[src/verilog/dios_defs.vh]
`ifndef DIOS_DEFS_VH
`define DIOS_DEFS_VH
`define DIOS_PREFIX_HI 4'h2
`define DIOS_PREFIX_LO 4'h0
`define DIOS_IDX_MIN 4'h1
`define DIOS_IDX_MAX 4'h2
`define DIOS_MR_MIN 10'h064
`define DIOS_MR_MAX 10'h3E7
`define DIOS_REG_INPUT_STATE 10'h064
`define DIOS_REG_OUTPUT_DRIVE 10'h065
`define DIOS_REG_OUTPUT_FAULT 10'h066
`define DIOS_REG_MODULE_CTRL 10'h067
`define DIOS_REG_FILTER_LOW 10'h068
`define DIOS_REG_FILTER_HIGH 10'h069
`define DIOS_FAULT_BIT 7
`define DIOS_FAULT_RESET 8'h80
`define DIOS_CTRL_RESET 8'h01
`define DIOS_POINT_MIN 7'h01
`define DIOS_POINT_MAX 7'h08
`endif

[src/verilog/dios_regs.v]
`timescale 1ns/100ps
`default_nettype none
`include "dios_defs.vh"
module dios_regs
(
    input wire ref_clk,
    input wire reset,
    input wire [3:0] my_riser_idx,
    input wire [3:0] my_submod_idx,
    input wire reg_wr,
    input wire reg_rd,
    input wire [3:0] reg_riser_idx,
    input wire [3:0] reg_submod_idx,
    input wire [9:0] reg_mr_num,
    input wire [7:0] reg_wdata,
    output reg [7:0] reg_rdata,
    output reg reg_hit,
    input wire io_rd,
    input wire io_wr,
    input wire io_wval,
    input wire [3:0] io_riser_idx,
    input wire [3:0] io_submod_idx,
    input wire [6:0] io_point_index,
    output reg io_rval,
    output reg io_hit,
    input wire [7:0] input_level,
    input wire supply_undervolt,
    input wire [7:0] output_short,
    input wire [7:0] output_overload,
    output wire [7:0] output_energize,
    output wire [7:0] module_ctrl,
    output wire [7:0] filter_low,
    output wire [7:0] filter_high
);
    // Register state
    reg [7:0] input_q;
    reg [7:0] drive_q;
    reg [7:0] drive_d;
    reg fault_q;
    reg fault_d;
    reg [7:0] ctrl_q;
    reg [7:0] flt_lo_q;
    reg [7:0] flt_hi_q;
    wire reg_sel;
    wire io_sel;
    wire [2:0] pt;
    wire fault_now;
    wire [7:0] fault_rst;
    wire reg_acc;
    wire io_acc;
    wire rd_take;
    wire wr_take;
    wire wr_ctrl;
    wire wr_flt_lo;
    wire wr_flt_hi;
    wire pt_rd;
    wire [7:0] rd_word;

    // Riser and submodule match
    function sel_ok;
        input [3:0] riser;
        input [3:0] submod;
        input [3:0] mine_r;
        input [3:0] mine_s;
        begin
            sel_ok = (riser >= `DIOS_IDX_MIN) && (riser <= `DIOS_IDX_MAX) &&
                (submod >= `DIOS_IDX_MIN) && (submod <= `DIOS_IDX_MAX) &&
                (riser == mine_r) && (submod == mine_s);
        end
    endfunction

    // Exact module register match
    function mr_is;
        input [9:0] mr;
        input [9:0] code;
        begin
            mr_is = (mr == code);
        end
    endfunction

    // Read data of one register, zero where unimplemented
    function [7:0] rd_mux;
        input [9:0] mr;
        input [7:0] in_v;
        input [7:0] drv_v;
        input flag_v;
        input [7:0] ctrl_v;
        input [7:0] lo_v;
        input [7:0] hi_v;
        begin
            case (mr)
                `DIOS_REG_INPUT_STATE: rd_mux = in_v;
                `DIOS_REG_OUTPUT_DRIVE: rd_mux = drv_v;
                `DIOS_REG_OUTPUT_FAULT: rd_mux = {flag_v, 7'h00};
                `DIOS_REG_MODULE_CTRL: rd_mux = ctrl_v;
                `DIOS_REG_FILTER_LOW: rd_mux = lo_v;
                `DIOS_REG_FILTER_HIGH: rd_mux = hi_v;
                default: rd_mux = 8'h00;
            endcase
        end
    endfunction

    assign reg_sel = sel_ok(reg_riser_idx, reg_submod_idx, my_riser_idx, my_submod_idx)
        && (reg_mr_num >= `DIOS_MR_MIN) && (reg_mr_num <= `DIOS_MR_MAX);
    assign io_sel = sel_ok(io_riser_idx, io_submod_idx, my_riser_idx, my_submod_idx)
        && (io_point_index >= `DIOS_POINT_MIN) && (io_point_index <= `DIOS_POINT_MAX);
    assign pt = io_point_index[2:0] - 3'h1;
    assign fault_now = supply_undervolt | (|output_short) | (|output_overload);

    // Access strobes
    assign fault_rst = `DIOS_FAULT_RESET;
    assign reg_acc = (reg_rd | reg_wr) & reg_sel;
    assign io_acc = (io_rd | io_wr) & io_sel;
    assign rd_take = reg_rd & reg_sel;
    assign wr_take = reg_wr & reg_sel;
    assign wr_ctrl = wr_take & mr_is(reg_mr_num, `DIOS_REG_MODULE_CTRL);
    assign wr_flt_lo = wr_take & mr_is(reg_mr_num, `DIOS_REG_FILTER_LOW);
    assign wr_flt_hi = wr_take & mr_is(reg_mr_num, `DIOS_REG_FILTER_HIGH);
    assign pt_rd = drive_q[pt];
    assign rd_word = rd_mux(reg_mr_num, input_q, drive_q, fault_q,
        ctrl_q, flt_lo_q, flt_hi_q);

    assign output_energize = drive_q;
    assign module_ctrl = ctrl_q;
    assign filter_low = flt_lo_q;
    assign filter_high = flt_hi_q;

    always @*
    begin
        drive_d = drive_q;
        if (reg_wr && reg_sel && reg_mr_num == `DIOS_REG_OUTPUT_DRIVE)
        begin
            drive_d = reg_wdata;
        end
        if (io_wr && io_sel)
        begin
            drive_d[pt] = io_wval;
        end
    end

    always @*
    begin
        fault_d = fault_q;
        if (reg_wr && reg_sel && reg_mr_num == `DIOS_REG_OUTPUT_FAULT)
        begin
            fault_d = 1'b0;
        end
        if (fault_now)
        begin
            fault_d = 1'b1;
        end
    end

    // Input sample
    always @(posedge ref_clk)
    begin
        if (reset)
        begin
            input_q <= 8'h00;
        end
        else
        begin
            input_q <= input_level;
        end
    end

    // Output drive
    always @(posedge ref_clk)
    begin
        if (reset)
        begin
            drive_q <= 8'h00;
        end
        else
        begin
            drive_q <= drive_d;
        end
    end

    // Collective fault flag, set after reset
    always @(posedge ref_clk)
    begin
        if (reset)
        begin
            fault_q <= fault_rst[`DIOS_FAULT_BIT];
        end
        else
        begin
            fault_q <= fault_d;
        end
    end

    // Control register, no logic behind it
    always @(posedge ref_clk)
    begin
        if (reset)
        begin
            ctrl_q <= `DIOS_CTRL_RESET;
        end
        else if (wr_ctrl)
        begin
            ctrl_q <= reg_wdata;
        end
    end

    // Low filter register
    always @(posedge ref_clk)
    begin
        if (reset)
        begin
            flt_lo_q <= 8'h00;
        end
        else if (wr_flt_lo)
        begin
            flt_lo_q <= reg_wdata;
        end
    end

    // High filter register
    always @(posedge ref_clk)
    begin
        if (reset)
        begin
            flt_hi_q <= 8'h00;
        end
        else if (wr_flt_hi)
        begin
            flt_hi_q <= reg_wdata;
        end
    end

    // Register hit, registered at the taking edge
    always @(posedge ref_clk)
    begin
        if (reset)
        begin
            reg_hit <= 1'b0;
        end
        else
        begin
            reg_hit <= reg_acc;
        end
    end

    // Read data, zero unless a read was taken
    always @(posedge ref_clk)
    begin
        if (reset)
        begin
            reg_rdata <= 8'h00;
        end
        else if (rd_take)
        begin
            reg_rdata <= rd_word;
        end
        else
        begin
            reg_rdata <= 8'h00;
        end
    end

    // Point hit
    always @(posedge ref_clk)
    begin
        if (reset)
        begin
            io_hit <= 1'b0;
        end
        else
        begin
            io_hit <= io_acc;
        end
    end

    // Point readback
    always @(posedge ref_clk)
    begin
        if (reset)
        begin
            io_rval <= 1'b0;
        end
        else if (io_rd && io_sel)
        begin
            io_rval <= pt_rd;
        end
        else
        begin
            io_rval <= 1'b0;
        end
    end
endmodule // dios_regs
`default_nettype wire

[config.mk]
export PLATFORM = sky130hd
export DESIGN_NAME = dios_regs
export DESIGN_NICKNAME = d
export VERILOG_FILES = /design/src/verilog/dios_regs.v
export VERILOG_INCLUDE_DIRS = /design/src /design/src/verilog
export SDC_FILE = /design/constraint.sdc
export NUM_CORES = 1
export LEC_CHECK = 0
export ABC_AREA = 1
export BUFFER_PORTS_ARGS = -buffer_cell sky130_fd_sc_hd__buf_2
export CORE_MARGIN = 2
export CORE_UTILIZATION = 55
export CTS_BUF_LIST = sky130_fd_sc_hd__clkbuf_4
export CTS_CLUSTER_DIAMETER = 50
export DETAILED_ROUTE_END_ITERATION = 8
export MAX_ROUTING_LAYER = met4
export PLACE_DENSITY = 0.95
export RECOVER_POWER = 100
export SYNTH_ARGS = -nofsm -noshare
export SYNTH_HDL_FRONTEND = slang
export SYNTH_SLANG_ARGS = --single-unit
[constraint.sdc]
create_clock -name ref_clk -period 2.95 [get_ports ref_clk]
set_input_delay 0.1475 -clock ref_clk [delete_from_list [all_inputs] [get_ports ref_clk]]
set_output_delay 0.1475 -clock ref_clk [all_outputs]
set_load 0.005 [all_outputs]
Yosys cells after proc, flatten, opt, wreduce, memory -nomap -nowiden:

Cells that the tools add are included.

* register bits: 52
* bits of input ports: 81
* output and inout bits: 43
* logic and storage cells: 81

* add/sub/neg operators: 1
* $lt $le $gt $ge: 14
* eq/ne operators: 10
* muxes and demuxes: 8
* bitwise gates (word level): 13
* reduce and logical (&&, ||, !) cells: 25

Operator list (count)
* $eq 10x7->1 const B: 6
* $pmux 8 s6: 1
* $logic_and 1x1->1: 20
* $eq 4x4->1: 4
* $ge 4x1->1 const B: 4
* $le 4x2->1 const B: 4
* $mux 8: 2
* $reduce_or 8->1: 2
* $ge 10x7->1 const B: 1
* $le 10x10->1 const B: 1
* $bwmux 8: 1
* $and 1x1->1: 7
* $ge 7x1->1 const B: 1
* $le 7x4->1 const B: 1
* $reduce_or 2->1: 3
* $lt 3x4->1 const B: 1
* $or 1x1->1: 4
* $bmux 1 s3: 1
* $demux 1 s3: 1
* $ge 3x1->1 const B: 1
* $sub 3x1->3 const B: 1
* $mux 1: 2
* $not 1->1: 2

Logic depth before layout (Yosys ltp):

* word-level depth: 13
* depth in mapped cells: 13

Worst setup path before layout:

Ideal clock, no wire load.

* kind: input to register
* start: input port io_point_index[0]
* end: register drive_q[1] (netlist: output_energize[1])
* library setup time: 109 ps
* arrival time: 1257 ps
* required time: 2841 ps
* slack: 1584 ps
* cell stages on the path: 11
* buffers on the path: 0
* path through: inv_2 > ha_1 > or2_2 > nand2_1 > inv_1 > nor2_1 > nand3_1 > nor2_1 > nor2_1 > nand2_1 > inv_1

* longest elaborated chain between the ends: 7
* elaborated cells on any way between the ends: 13

Ends and longest elaborated chain
* start, declared: line dios_regs.v:23 `input wire [6:0] io_point_index,`
* $sub 3x1->3: line dios_regs.v:107 `assign pt = io_point_index[2:0] - 3'h1;`
* $lt 3x4->1 (not written as such) / $ge 3x1->1 (equally long branches): line dios_regs.v:137 `drive_d[pt] = io_wval;`
* $logic_and 1x1->1 (not written as such): line dios_regs.v:137
* $mux 1 (not written as such): line dios_regs.v:137
* $demux 1 s3: line dios_regs.v:137
* $bwmux 8: line dios_regs.v:137
* $mux 8 (*): line dios_regs.v:135 `if (io_wr && io_sel)`
* end signal, assigned: line dios_regs.v:176 `drive_q <= drive_d;`
* end, declared: line dios_regs.v:37 `reg [7:0] drive_q;`

Every way passes the cells marked *; elsewhere a longest branch is shown, timed or not.
A chain may end at the register's enable or synchronous reset.

Worst setup path in the final report:

* start: input port reg_mr_num[4]
* end: register flt_lo_q[7] (netlist: filter_low[7])

* longest elaborated chain between the ends: 5
* elaborated cells on any way between the ends: 7

Ends and longest elaborated chain
* start, declared: line dios_regs.v:14 `input wire [9:0] reg_mr_num,`
* $ge 10x7->1 (no line)
* $logic_and 1x1->1 (2 in a row): line dios_regs.v:103 `assign reg_sel = sel_ok(reg_riser_idx, reg_submod_idx, my_riser_idx, my_submod_idx)`
* $and 1x1->1: line dios_regs.v:115 `assign wr_take = reg_wr & reg_sel;`
* $and 1x1->1 (*): line dios_regs.v:117 `` assign wr_flt_lo = wr_take & mr_is(reg_mr_num, `DIOS_REG_FILTER_LOW); ``
* end signal, assigned: line dios_regs.v:215 `flt_lo_q <= reg_wdata;`
* end, declared: line dios_regs.v:42 `reg [7:0] flt_lo_q;`

Marked as above.

==> flow_summary.toml <==
[timing]
drv_slew = 0
finalHoldViolations = 0
fmax_mhz = 426.0
fin_skew_ps = 16.14
period_needed_ps = 2348
setup_viol = 0
tns_ps = 0
whs_ps = 55.00
worst_pin_slew_ps = 1280
timing.slew.headroom_pct = 13.99
grt_setup_unrepaired = "no"
finalCritPeriodShare_pct = 79.58

[global_routing]
grt_remaining_overflow = 0
grt_pass1_wl_um = 16010
antenna_found_initial = 0
grt_max_degree = 26
track_usage_pct = 32.17
grt_pass1_vias = 3796

[worst_setup_path]
end_kind = "flip-flop"
worst-r2r-cell-count = 6
slowest_delay_ps = 820
slowest_stage = "nor3_1"
required_ps = 3230
arrival_ps = 2620
crit_type = "in -> reg"
cp_cell_sequence = "buf_2, inv_1, nand3_1, nor3_1, and2_0, nand2_1, o21ai_0, nor2_1"
path_max_fanout = 8
critical_path.startpoint_type = "input pin"

[clocking]
cts_resized = 0
clock_latency_ps = 380
numCtsBuffers = 5
hold_buffers = 8
path_clk_slew_ps = 140
clock-root-buffer = "clkbuf_4"
htreeDepth = 2
cts_tree = "yes"
clockBufferDepth = 2
cts_setup_buffers = 0
clock-sinks = 52

[synth]
synth_nets = 599
async_reset_ff_share_pct = 0
syn_inst = 515
ys_warn_count = 0
netlist.area_leader.share_pct = 32.74
netlist_area_um2 = 3179
ys.flop_type = "dfxtp_1"
synth_area_leader_cell = "dfxtp_1"
ys_seq_area_share_pct = 32.74
synth_area_leaders = "dfxtp_1 33%, nor2_1 14%, nand2_1 13%"
yosysUniqueCellTypes = 37
yosys_register_bits = 52
synth_edf_count = 0
postSynthAreaPerCell_um2 = 6.173

[finish]
drive_gt1_share_pct = 18.14
layout_commonest_cell = "nor2_1"
fin_nets = 730
antenna_cells = 0
area_growth_pct = 23.22
layout_common_cells = "120 x nor2_1, 110 x nand2_1, 96 x buf_2"

[route]
drt_first_pass_iters = 7
antenna_left = 0
drt_iter0_drc = 459
wirelength_um = 9905
wire_per_inst_um = 13.81
vias = 4036
drc = 0
viasPerCell = 5.629

[floorplan]
ios = 124
die-area_um2 = 6405
die_h_um = 80.03
fp.dieW_um = 80.03
start_util_pct = 57.38
coreArea_um2 = 5540
rows = 27

[power_and_ir_drop]
vdd.ir_drop.worst_mv = 0.3393
power_density_nw_per_um2 = 332.1
power_leakage_nw = 1.946

[run]
cap_violations = 0

[placement]
io_buffers = 123
gp_congestion = 1.033
dpl.hpwl_um = 7710

[min_path]
hold_depth = 3
hold_path_class = "in -> reg"

[status]
run_status = "finished clean"
[metrics by stage]
stage	setup WS, ps	cell area [µm²]	total power (W)	util [%]	instances
2_1_floorplan	1584	3179	0.0008256	-	515
3_3_place_gp	1073	3847	0.0009143	69.44	702
3_5_place_dp	889.7	3847	0.0009231	69.44	702
4_1_cts	1282	3995	0.001297	72.11	716
5_1_grt	547.1	3918	0.001355	70.71	717
6_report	602.3	3918	0.001301	70.71	717
[critical path: cells and delay by family]
kind | cells | cell delay, ps
AO/OA/AOI/OAI | 1 | 300
AND/OR/NAND/NOR | 5 | 1960
buffers and inverters | 2 | 200
[state kept, by name, summed over array words and instances, names as in the netlist]
signal           flops
filter_low           8
io_hit               1
output_energize      8
reg_rdata            8
input_q              8
reg_hit              1
io_rval              1
module_ctrl          8
filter_high          8
fault_q              1
[metal layers]
layer	part of all wire (%)	routed length (µm)	GRT usage, %
met3	10	1000	6.109
met2	50	4903	57.58
met5	0	0	-
met4	2.9	286	10.34
met1	37	3713	35.99
[logic make-up (layout without fill, tap and decap cells)]
family	after synthesis	count (layout)	share of synthesized area (%)
and+or+nand+nor	321	321	45.42
buffers and inverters	81	211	9.917
DFF	52	52	32.74
AOI/OAI and AO/OA	51	51	8.815
xor gates and xnor gates	7	7	1.928
adders and majority gates	3	3	1.181
[worst paths after layout]
check	from	slack, ps	to
max	reg_mr_num[4]	600	filter_low[7]$_SDFFE_PP0P_
min	io_rd	50	io_rval$_SDFF_PP0_
max reg2reg	output_energize[3]$_SDFF_PP0_	1900	io_rval$_SDFF_PP0_
min reg2reg	filter_high[3]$_SDFFE_PP0P_	510	filter_high[3]$_SDFFE_PP0P_
[cells in the mapped netlist (5+ instances only)]
cell type / number
nor2_1: 120
nor3_1: 6
o21ai_0: 21
nand2_1: 108
nand4_1: 18
dfxtp_1: 52
o21ai_1: 8
nor4_1: 5
xnor2_1: 6
a21oi_1: 13
inv_2: 5
inv_1: 67
nand3_1: 44
[power breakdown]
group	switching (W)	leakage, nW	total, W	internal [W]
Sequential	0.00000171	0.421	0.000710	0.000708
Combinational	0.000123	1.49	0.000208	0.0000854
Clock	0.000213	0.0371	0.000383	0.000170
Total	0.000337	1.95	0.00130	0.000963
[area by class of cell]
type	count	area, µm²
multi-input cells	382	1769
clock buffers	5	37.54
flip-flops and latches	52	1041
clock inverters	1	30.03
well taps	72	90.09
inverters	72	270.3
repair buffers	133	679.4
fillers	487	1623
Power figures use the tool's default switching activity.
